[config.mk]
export PLATFORM = sky130hd
export DESIGN_NAME = swc_shadow_regs
export DESIGN_NICKNAME = d
export VERILOG_FILES = /design/src/swc_pkg.sv /design/src/swc_shadow_regs.sv
export VERILOG_INCLUDE_DIRS = /design/src /design/src/src
export SDC_FILE = /design/constraint.sdc
export NUM_CORES = 1
export LEC_CHECK = 0
export ABC_AREA = 1
export BUFFER_PORTS_ARGS = -buffer_cell sky130_fd_sc_hd__clkbuf_2
export CAP_MARGIN = 10
export CORE_ASPECT_RATIO = 0.9
export CORE_MARGIN = 2
export CORE_UTILIZATION = 50
export DETAILED_ROUTE_END_ITERATION = 8
export HOLD_SLACK_MARGIN = 0.08
export PLACE_DENSITY = 0.72
export SYNTH_ARGS = -nofsm -noshare
export SYNTH_HDL_FRONTEND = slang
export SYNTH_SLANG_ARGS = --single-unit
[constraint.sdc]
create_clock -name ref_clk -period 2.3 [get_ports ref_clk]
set_input_delay 0 -clock ref_clk [delete_from_list [all_inputs] [get_ports ref_clk]]
set_output_delay 0 -clock ref_clk [all_outputs]
set_load 0.005 [all_outputs]
[src/swc_map.svh]
// Register map, field widths, reset values and timing counts
`ifndef SWC_MAP_SVH
`define SWC_MAP_SVH
`define SWC_ADDR_VERSION     8'h00
`define SWC_ADDR_VERSION_ALT 8'hff
`define SWC_ADDR_FIRST_COL   8'h01
`define SWC_ADDR_FIRST_ROW   8'h02
`define SWC_ADDR_WIN_ROWS    8'h03
`define SWC_ADDR_WIN_COLS    8'h04
`define SWC_ADDR_ROW_BLANK   8'h05
`define SWC_ADDR_FRAME_BLANK 8'h06
`define SWC_W_FIRST_COL      10
`define SWC_W_FIRST_ROW      9
`define SWC_W_WIN_ROWS       9
`define SWC_W_WIN_COLS       10
`define SWC_W_ROW_BLANK      10
`define SWC_W_FRAME_BLANK    15
`define SWC_RST_FIRST_COL    10'h001
`define SWC_RST_FIRST_ROW    9'h004
`define SWC_RST_WIN_ROWS     9'h1e0
`define SWC_RST_WIN_COLS     10'h2f0
`define SWC_RST_ROW_BLANK    10'h05e
`define SWC_RST_FRAME_BLANK  15'h002d
`define SWC_DARK_ROWS_LEAD   4
`endif

[src/swc_pkg.sv]
// Types shared by the shadowed window configuration bank
package swc_pkg;
    typedef logic [7:0]  swc_addr_t;
    typedef logic [15:0] swc_data_t;
endpackage : swc_pkg

[src/swc_shadow_regs.sv]
// Double-buffered window and blanking configuration registers
//
// Overview of operation
// - Shadowed fields have pending and live copies; serial sees pending.
// - Live copies alone drive the sensor; update only at frame-start.
// - Frame-start is the first dark row, four rows before frame active.
// - Unassigned bit positions read fixed and ignore writes.
// - Window writes during readout leave the current frame untouched.
// - First column bits 9:0, shadowed, legal 1-752, reset 1.
// - First row bits 8:0, shadowed, legal 4-482, reset 4.
// - Window height bits 8:0, shadowed, legal 1-480, reset 1E0.
// - Window width bits 9:0, shadowed, legal 1-752, reset 2F0.
// - Row blanking bits 9:0, shadowed, reset 05E, host keeps 43-1023.
// - Frame blanking bits 14:0, shadowed, reset 002D, host keeps 4-3000.
`timescale 1ns/1ps
`include "swc_map.svh"

module swc_shadow_regs #(
    parameter swc_pkg::swc_data_t VERSION_ID = 16'h0a5a // Arbitrary value
) (
    input  wire logic                 ref_clk,
    input  wire logic                 reset_n,
    input  wire logic                 reg_wr_en,
    input  wire logic                 reg_rd_en,
    input  wire swc_pkg::swc_addr_t   reg_addr,
    input  wire swc_pkg::swc_data_t   reg_wr_data,
    output swc_pkg::swc_data_t        reg_rd_data,
    output logic                      reg_rd_valid,
    input  wire logic                 first_dark_row,
    output logic [9:0]                live_first_col,
    output logic [8:0]                live_first_row,
    output logic [8:0]                live_win_rows,
    output logic [9:0]                live_win_cols,
    output logic [9:0]                live_row_blank,
    output logic [14:0]               live_frame_blank
);

    // Pending copies, written only from the serial side
    logic [9:0]  pend_first_col_r;
    logic [8:0]  pend_first_row_r;
    logic [8:0]  pend_win_rows_r;
    logic [9:0]  pend_win_cols_r;
    logic [9:0]  pend_row_blank_r;
    logic [14:0] pend_frame_blank_r;
    swc_pkg::swc_data_t rd_data_nxt;

    // Serial writes land in the pending copies; spare high bits dropped
    always_ff @(posedge ref_clk or negedge reset_n) begin
        if (!reset_n) begin
            pend_first_col_r   <= `SWC_RST_FIRST_COL;
            pend_first_row_r   <= `SWC_RST_FIRST_ROW;
            pend_win_rows_r    <= `SWC_RST_WIN_ROWS;
            pend_win_cols_r    <= `SWC_RST_WIN_COLS;
            pend_row_blank_r   <= `SWC_RST_ROW_BLANK;
            pend_frame_blank_r <= `SWC_RST_FRAME_BLANK;
        end else if (reg_wr_en) begin
            case (reg_addr)
                `SWC_ADDR_FIRST_COL:   pend_first_col_r   <= reg_wr_data[9:0];
                `SWC_ADDR_FIRST_ROW:   pend_first_row_r   <= reg_wr_data[8:0];
                `SWC_ADDR_WIN_ROWS:    pend_win_rows_r    <= reg_wr_data[8:0];
                `SWC_ADDR_WIN_COLS:    pend_win_cols_r    <= reg_wr_data[9:0];
                `SWC_ADDR_ROW_BLANK:   pend_row_blank_r   <= reg_wr_data[9:0];
                `SWC_ADDR_FRAME_BLANK: pend_frame_blank_r <= reg_wr_data[14:0];
                default: ;
            endcase
        end
    end

    // All live copies load together on the frame-start pulse only, so a
    // frame never sees a mix of old and new window settings
    always_ff @(posedge ref_clk or negedge reset_n) begin
        if (!reset_n) begin
            live_first_col   <= `SWC_RST_FIRST_COL;
            live_first_row   <= `SWC_RST_FIRST_ROW;
            live_win_rows    <= `SWC_RST_WIN_ROWS;
            live_win_cols    <= `SWC_RST_WIN_COLS;
            live_row_blank   <= `SWC_RST_ROW_BLANK;
            live_frame_blank <= `SWC_RST_FRAME_BLANK;
        end else if (first_dark_row) begin
            live_first_col   <= pend_first_col_r;
            live_first_row   <= pend_first_row_r;
            live_win_rows    <= pend_win_rows_r;
            live_win_cols    <= pend_win_cols_r;
            live_row_blank   <= pend_row_blank_r;
            live_frame_blank <= pend_frame_blank_r;
        end
    end

    // Read mux sees pending only; unused bits read as zero
    always_comb begin
        rd_data_nxt = 16'h0000;
        case (reg_addr)
            `SWC_ADDR_VERSION,
            `SWC_ADDR_VERSION_ALT: rd_data_nxt = VERSION_ID;
            `SWC_ADDR_FIRST_COL:   rd_data_nxt = {6'h00, pend_first_col_r};
            `SWC_ADDR_FIRST_ROW:   rd_data_nxt = {7'h00, pend_first_row_r};
            `SWC_ADDR_WIN_ROWS:    rd_data_nxt = {7'h00, pend_win_rows_r};
            `SWC_ADDR_WIN_COLS:    rd_data_nxt = {6'h00, pend_win_cols_r};
            `SWC_ADDR_ROW_BLANK:   rd_data_nxt = {6'h00, pend_row_blank_r};
            `SWC_ADDR_FRAME_BLANK: rd_data_nxt = {1'h0, pend_frame_blank_r};
            default:               rd_data_nxt = 16'h0000;
        endcase
    end

    // Registered read answer one cycle after the strobe
    always_ff @(posedge ref_clk or negedge reset_n) begin
        if (!reset_n) begin
            reg_rd_data  <= 16'h0000;
            reg_rd_valid <= 1'b0;
        end else begin
            reg_rd_valid <= reg_rd_en;
            if (reg_rd_en)
                reg_rd_data <= rd_data_nxt;
        end
    end

    // Live copy holds between frame-start pulses despite writes
    a_live_holds: assert property (@(posedge ref_clk) disable iff (!reset_n)
        !first_dark_row |=> $stable(live_win_cols) && $stable(live_win_rows))
        else $error("live window changed outside frame-start");

    a_live_loads: assert property (@(posedge ref_clk) disable iff (!reset_n)
        first_dark_row |=> live_win_cols == $past(pend_win_cols_r)
            && live_frame_blank == $past(pend_frame_blank_r))
        else $error("live copy not loaded at frame-start");

    a_write_pend: assert property (@(posedge ref_clk) disable iff (!reset_n)
        reg_wr_en && reg_addr == `SWC_ADDR_FIRST_COL |=>
            pend_first_col_r == $past(reg_wr_data[9:0]))
        else $error("pending first column not written");

    a_read_pend: assert property (@(posedge ref_clk) disable iff (!reset_n)
        reg_rd_en && reg_addr == `SWC_ADDR_WIN_ROWS |=>
            reg_rd_valid && reg_rd_data == {7'h00, $past(pend_win_rows_r)})
        else $error("read did not return pending value");

    a_read_resv: assert property (@(posedge ref_clk) disable iff (!reset_n)
        reg_rd_en && reg_addr == `SWC_ADDR_ROW_BLANK |=>
            reg_rd_data[15:10] == 6'h00)
        else $error("reserved bits not zero");

    a_read_ver: assert property (@(posedge ref_clk) disable iff (!reset_n)
        reg_rd_en && reg_addr == `SWC_ADDR_VERSION |=>
            reg_rd_data == VERSION_ID)
        else $error("version read wrong");

    a_frame_keep: assert property (@(posedge ref_clk) disable iff (!reset_n)
        reg_wr_en && !first_dark_row ##1 !first_dark_row |=>
            $stable(live_first_col) && $stable(live_row_blank))
        else $error("write leaked into running frame");

    a_vblank_top: assert property (@(posedge ref_clk) disable iff (!reset_n)
        reg_rd_en && reg_addr == `SWC_ADDR_FRAME_BLANK |=>
            reg_rd_data[15] == 1'b0)
        else $error("vertical blank top bit set");

    // The start and blanking fields must move on the same pulse as the
    // window pair, or a frame could mix old and new geometry
    a_load_first: assert property (@(posedge ref_clk) disable iff (!reset_n)
        first_dark_row |=> live_first_col == $past(pend_first_col_r)
            && live_first_row == $past(pend_first_row_r))
        else $error("live start fields not loaded at frame-start");

    a_load_rest: assert property (@(posedge ref_clk) disable iff (!reset_n)
        first_dark_row |=> live_win_rows == $past(pend_win_rows_r)
            && live_row_blank == $past(pend_row_blank_r))
        else $error("live size fields not loaded at frame-start");

    a_live_steady: assert property (@(posedge ref_clk) disable iff (!reset_n)
        !first_dark_row |=> $stable(live_first_col) && $stable(live_first_row)
            && $stable(live_row_blank) && $stable(live_frame_blank))
        else $error("live field changed outside frame-start");

    // Read handshake: valid is a single pulse and data stands until the
    // next read, so a slow host may pick it up late
    a_valid_set: assert property (@(posedge ref_clk) disable iff (!reset_n)
        reg_rd_en |=> reg_rd_valid)
        else $error("read valid missing after strobe");

    a_valid_once: assert property (@(posedge ref_clk) disable iff (!reset_n)
        !reg_rd_en |=> !reg_rd_valid)
        else $error("read valid without a strobe");

    a_data_holds: assert property (@(posedge ref_clk) disable iff (!reset_n)
        !reg_rd_en |=> $stable(reg_rd_data))
        else $error("read data moved without a read");

    a_read_col: assert property (@(posedge ref_clk) disable iff (!reset_n)
        reg_rd_en && reg_addr == `SWC_ADDR_FIRST_COL |=>
            reg_rd_data == {6'h00, $past(pend_first_col_r)})
        else $error("first column read not from pending");

    // Pending side: only a mapped write may touch a pending copy
    a_write_vblank: assert property (@(posedge ref_clk) disable iff (!reset_n)
        reg_wr_en && reg_addr == `SWC_ADDR_FRAME_BLANK |=>
            pend_frame_blank_r == $past(reg_wr_data[14:0]))
        else $error("pending frame blank not written");

    a_pend_steady: assert property (@(posedge ref_clk) disable iff (!reset_n)
        !reg_wr_en |=> $stable(pend_first_col_r) && $stable(pend_win_cols_r)
            && $stable(pend_frame_blank_r) && $stable(pend_row_blank_r))
        else $error("pending copy changed without a write");

    a_write_drop: assert property (@(posedge ref_clk) disable iff (!reset_n)
        reg_wr_en && (reg_addr == `SWC_ADDR_VERSION
            || reg_addr > `SWC_ADDR_FRAME_BLANK) |=>
            $stable(pend_first_col_r) && $stable(pend_win_rows_r)
            && $stable(pend_frame_blank_r))
        else $error("write to read-only address landed");

    // Main scenarios worth seeing at least once
    c_write_then_load: cover property (@(posedge ref_clk) disable iff
        (!reset_n) reg_wr_en ##[1:20] first_dark_row);
    c_read_pending: cover property (@(posedge ref_clk) disable iff
        (!reset_n) reg_wr_en ##1 reg_rd_en);
    c_frame_start: cover property (@(posedge ref_clk) disable iff
        (!reset_n) first_dark_row ##[1:50] first_dark_row);
    // A write colliding with the pulse must wait one more frame
    c_write_on_start: cover property (@(posedge ref_clk) disable iff
        (!reset_n) reg_wr_en && first_dark_row);
    c_ignored_write: cover property (@(posedge ref_clk) disable iff
        (!reset_n) reg_wr_en && reg_addr == `SWC_ADDR_VERSION);

endmodule : swc_shadow_regs

## Yosys cells after proc, flatten, opt, wreduce, memory -nomap -nowiden

Index checks and enable logic that the tools add are counted.

| word-level totals | value |
|---|---|
| flip-flop bits (word level) | 143 |
| bits of input ports | 29 |
| output and inout bits | 80 |
| word-level logic and storage cells | 30 |

| cells by class | value |
|---|---|
| equality and inequality tests | 7 |
| mux-type cells | 1 |
| reduce and logical (&&, ||, !) cells | 8 |

Operators by type and width:

| operator | count |
|---|---|
| $pmux 15 s7 | 1 |
| $eq 8x3->1 const B | 3 |
| $eq 8x2->1 const B | 2 |
| $reduce_and 2->1 | 6 |
| $eq 8x1->1 const B | 1 |
| $eq 8x8->1 const B | 1 |
| $logic_not 8->1 | 1 |
| $reduce_or 2->1 | 1 |

## Depth between registers and ports, before layout

| logic depth | value |
|---|---|
| depth in word-level cells | 3 |
| gate-level depth with buffers | 11 |
| depth with buffers taken out | 9 |

## Worst setup path before layout

No wires, ideal clock.

| path | value |
|---|---|
| path type | input port to flip-flop |
| start point | input reg_addr[7] |
| end point | register pend_win_cols_r[1] |
| setup time | 0.127 ns |
| arrival | 0.794 ns |
| setup slack | 1.379 ns |
| stages on the path | 8 |
| cells stage by stage | nor2_1 > nand2_2 > inv_6 > buf_8 > nand3_1 > buf_2 > nand2_1 > o21ai_1 |

| on the way | value |
|---|---|
| word-level cells in the longest chain between the ends | 2 |

Ends and longest elaborated chain:

| element | line | source |
|---|---|---|
| start: declaration | swc_shadow_regs.sv:25 | `input wire swc_pkg::swc_addr_t reg_addr,` |
| $eq 8x3->1 | swc_shadow_regs.sv:57 | `case (reg_addr)` |
| $reduce_and 2->1 (no line) | -- |  |
| end signal: assignment | swc_shadow_regs.sv:53 | `` pend_win_cols_r <= `SWC_RST_WIN_COLS; `` |
| end signal: assignment | swc_shadow_regs.sv:61 | `` `SWC_ADDR_WIN_COLS: pend_win_cols_r <= reg_wr_data[9:0]; `` |
| end: declaration | swc_shadow_regs.sv:42 | `logic [9:0] pend_win_cols_r;` |

No other way between the ends.
A chain may end at the register's enable or synchronous reset.

## Worst setup path after layout

| path | value |
|---|---|
| start point | input reg_addr[7] |
| end point | register pend_frame_blank_r[10] |

| on the way | value |
|---|---|
| word-level cells in the longest chain between the ends | 2 |

Ends and longest elaborated chain:

| element | line | source |
|---|---|---|
| $eq 8x3->1 | swc_shadow_regs.sv:57 |  |
| $reduce_and 2->1 (no line) | -- |  |
| end signal: assignment | swc_shadow_regs.sv:55 | `` pend_frame_blank_r <= `SWC_RST_FRAME_BLANK; `` |
| end signal: assignment | swc_shadow_regs.sv:63 | `` `SWC_ADDR_FRAME_BLANK: pend_frame_blank_r <= reg_wr_data[14:0]; `` |
| end: declaration | swc_shadow_regs.sv:44 | `logic [14:0] pend_frame_blank_r;` |

No other way between the ends.

==> results by stage <==
Worst setup path:
- The cell with the largest stage delay on the worst path is sky130_fd_sc_hd__mux2_4.
- The data arrival time at the worst-slack endpoint is 1.49 ns.
- The cell family contributing the most delay on the critical path is simple AND/OR/NAND/NOR gates.
- The longest individual stage delay on the worst path is 0.42 ns.
- The worst register-to-register path ends at reg_rd_data[2].
- Walking the worst path, the cells encountered are clkbuf_2, nor2_1, nand2_2, inv_6, nand3_4, mux2_4.
- Data on the critical path is required at its endpoint by 2.60 ns.
- The setup check on the worst reg-to-reg path leaves a slack of 1.21 ns.
- The category of the worst setup path launch point is an input port.
- The worst register-to-register path has a depth of 6.
- The startpoint identified for the worst register-to-register timing path is pend_row_blank_r[2].
- The category of the most critical setup path is input port to flip-flop.
- The worst setup path is captured at a flip-flop.
- The maximum net fanout on the critical path is 49.
- Together, buffers and inverters on the worst path number 2.

Pwr:
- In this run the power density over the cells is 791 mW/mm².
- The post-route total power is 6.04 mW.
- Cell internal power was estimated by the tool at 4.73 mW.
- The switching fraction of total power is 21.7%.
- The share of total power dissipated in sequential elements is 45.2%.
- The clock network fraction of total power is 47.5%.
- The combinational cell fraction of total power is 7.3%.
- The worst-case vdd ir drop is 646 µV.
- For this design the total switching power over the nets is 1.31 mW.
- The analysis attributes to cell leakage a power of 3.87 nW.

GRT:
- The aggregate global-route resource usage is 23.8%.
- Global routing finished with a remaining overflow of 0.
- The largest net degree at the start of global routing is 70.
- The number of global-route vias before repair was 4,473.
- The number of antenna violations at the first check in global routing came to 0.
- The first global-routing pass estimated 23,800 µm of wire.

Routing:
- In the final routed layout, each cell accounts on average for 17.0 µm.
- The first detailed-routing pass ran for 5 iterations.
- In the routed design, unresolved DRC markers number 0.
- The mean number of vias per cell is 5.27.
- The first routing iteration left 376 violations.
- The detail route stage leaves a number of antenna-violating nets equal to 0.
- Summing over every cut layer, the via total after detailed routing is 4,598.
- The routed design has 14,900 µm of wire.

Placement:
- During placement, the flow inserted port buffers numbering 106.
- The global placer's final weighted congestion is 0.883.
- The estimated wirelength of the detail-placed design is 10,200 µm.

CTS:
- The longest clock path from root to sink contains 2 buffers.
- After clock tree synthesis, the clock-pin slew on the worst setup and hold paths is 0.05 ns.
- The later pin in the worst-skew pair is clocked with a latency of 0.42 ns.
- The tree is rooted in a sky130_fd_sc_hd__clkbuf_16.
- The tree built by TritonCTS fans out to 142 sinks.
- The H-tree generated during clock tree synthesis spans 4 levels.
- TritonCTS built the clock tree.
- The number of buffers created by CTS is 17.

STA:
- The total of endpoints with negative setup slack in the final report is 0.
- Setup repair after global routing left no endpoint under its margin.
- The number of max-slew violations in the final report is 0.
- The total negative slack is 0 ns.
- After layout, the worst path uses 51.6% of the clock period.
- The minimum clock period after layout is 1.19 ns.
- Timing would allow up to 0.842 GHz.
- The hold violation total from the final report is 0.
- The clock skew is 0.00511 ns.

Yosys:
- The mean instance size in the synthesized netlist is 10.8 µm².
- The commonest cells after synthesis are 137 x sky130_fd_sc_hd__nand2_1, 102 x sky130_fd_sc_hd__dfrtp_1, 58 x sky130_fd_sc_hd__nand3_1, 57 x sky130_fd_sc_hd__mux2_2, 42 x sky130_fd_sc_hd__o21ai_1.
- The share of async-settable or async-resettable flops after synthesis is 100%.
- By area the synthesized netlist is led by sky130_fd_sc_hd__dfrtp_1 41%, sky130_fd_sc_hd__dfstp_2 17%, sky130_fd_sc_hd__mux2_2 10%.
- The proportion of synthesized chip area in sequential cells is 57.7%.
- Of all cell types, the one taking the most synthesized area is sky130_fd_sc_hd__dfrtp_1.
- The most used flip-flop cell after synthesis is sky130_fd_sc_hd__dfrtp_1.
- sky130_fd_sc_hd__nand2_1 is the most common cell in the netlist.
- The synthesized design contains 142 register bits.
- The number of warnings reported in the yosys synthesis log is 0.
- The cell area that synthesis handed to floorplanning was 0.00625 mm².
- After technology mapping, the gate count stands at 581.
- The number of different library cells used by synthesis comes to 26.
- The top cell type by area accounts for 40.9% of the synthesized area.
- Counting flops with a built-in enable in the synthesized netlist gives 0.
- The number of nets in the synthesized netlist is 610.

Final layout:
- In the final design database the tool counted 729 nets.
- The post-route netlist has 40.8% of its cells at a drive strength greater than 1.
- 0 antenna diodes ended up in the layout.
- Relative to the synthesized area, the layout overhead comes to 22.3%.

Floorplan:
- In this run the core area contains 38 standard-cell rows.
- For this configuration, the core starts out at a cell density of 51.5%.
- The die covers 0.0134 mm².
- The die is 110 µm tall.
- The placeable core region is 0.0121 mm².
- The die span in x is 122 µm.
- The I/O pin count is 109.

Flow run:
- The number of max-capacitance violations reported is 0.

Min path:
- The path class of the tightest hold or removal check is input port to async pin.

Status:
- The flow ran to the end, and the final reports show no timing, DRC or antenna violations.
==> power groups by stage <==
stage	Clock (mW)	Combinational, mW	Sequential [mW]
final	2.87	0.441	2.73
after global routing	3.04	0.491	2.74
after CTS	2.90	0.449	2.73
after detailed placement	0	0.424	2.77
after global placement	0	0.409	2.76
after floorplan	0	0.225	2.75
==> sequential cells by signal, summed over array words and instances, names as in the netlist <==
register            count
live_frame_blank       15
pend_frame_blank_r     15
reg_rd_data            15
live_first_col         10
live_row_blank         10
live_win_cols          10
pend_first_col_r       10
pend_row_blank_r       10
pend_win_cols_r        10
live_first_row          9
live_win_rows           9
pend_first_row_r        9
pend_win_rows_r         9
reg_rd_valid            1
==> worst max path at each step <==
stage	cells after the start	slack (ns)	from	end
5_1_grt	6	1.02	reg_addr[7]	pend_frame_blank_r[10]
3_5_place_dp	6	0.71	reg_addr[7]	pend_frame_blank_r[10]
2_1_floorplan	8	1.38	reg_addr[7]	pend_win_cols_r[1]
4_1_cts	6	1.13	reg_addr[7]	pend_frame_blank_r[10]
3_3_place_gp	6	0.73	reg_addr[7]	pend_frame_blank_r[10]
6_report	6	1.11	reg_addr[7]	pend_frame_blank_r[10]
==> area by class of cell <==
class                           count  area [µm²]
Timing Repair Buffer              130         785
Clock inverter                      7         135
Tap cell                          160         200
Fill cell                         982        4480
Clock buffer                       25         485
Sequential cell                   142        3600
Multi-Input combinational cell    379        2310
Inverter                           30         118
==> layer usage <==
| layer | GRT usage, % | up-vias | part of all wire (%) |
|---|---|---|---|
| met5 | 0 | - | 0 |
| met4 | 7.14 | 0 | 1.3 |
| met3 | 6.02 | 20 | 6.5 |
| met2 | 35.6 | 171 | 46 |
| met1 | 34.4 | 2245 | 46 |
| li1 | - | 2162 | - |
==> placed cells by master, fill, tap and decap left out, types with 5 or more instances in the layout <==
| master | n |
|---|---|
| sky130_fd_sc_hd__a21oi_1 | 6 |
| sky130_fd_sc_hd__buf_4 | 5 |
| sky130_fd_sc_hd__clkbuf_1 | 5 |
| sky130_fd_sc_hd__clkbuf_16 | 17 |
| sky130_fd_sc_hd__clkbuf_2 | 105 |
| sky130_fd_sc_hd__dfrtp_1 | 102 |
| sky130_fd_sc_hd__dfstp_2 | 40 |
| sky130_fd_sc_hd__dlygate4sd3_1 | 17 |
| sky130_fd_sc_hd__inv_1 | 25 |
| sky130_fd_sc_hd__mux2_2 | 57 |
| sky130_fd_sc_hd__nand2_1 | 137 |
| sky130_fd_sc_hd__nand3_1 | 58 |
| sky130_fd_sc_hd__nor2_1 | 29 |
| sky130_fd_sc_hd__o21ai_1 | 42 |
| sky130_fd_sc_hd__o21ai_2 | 28 |
==> kinds of logic after synthesis <==
logic type	share of synthesized area, %
AO/OA/AOI/OAI	7.91
buffers and inverters	5.29
flip-flops	57.7
multiplexers	11.2
other	0.0600
AND/OR/NAND/NOR	17.8
==> through the flow <==
stage / cells / hold slack (ns) / util [%] / area [µm²] / setup slack [ns]
after floorplan: 581 / -0.296 / - / 6250 / 1.38
after global placement: 824 / -0.0519 / 56.5 / 6850 / 0.729
after detailed placement: 824 / -0.0444 / 56.5 / 6850 / 0.705
after CTS: 873 / 0.0883 / 63.0 / 7640 / 1.13
after global routing: 873 / 0.104 / 63.0 / 7640 / 1.02
final: 873 / 0.0711 / 63.0 / 7640 / 1.11
==> repair_timing <==
| item | CTS | global route |
|---|---|---|
| hold buffers | 17 | 0 |
| endpoints found under the hold margin | 192 | 0 |
| gates resized for setup | 0 | 0 |
| buffers inserted | 0 | 0 |
Power figures use the tool's default switching activity.
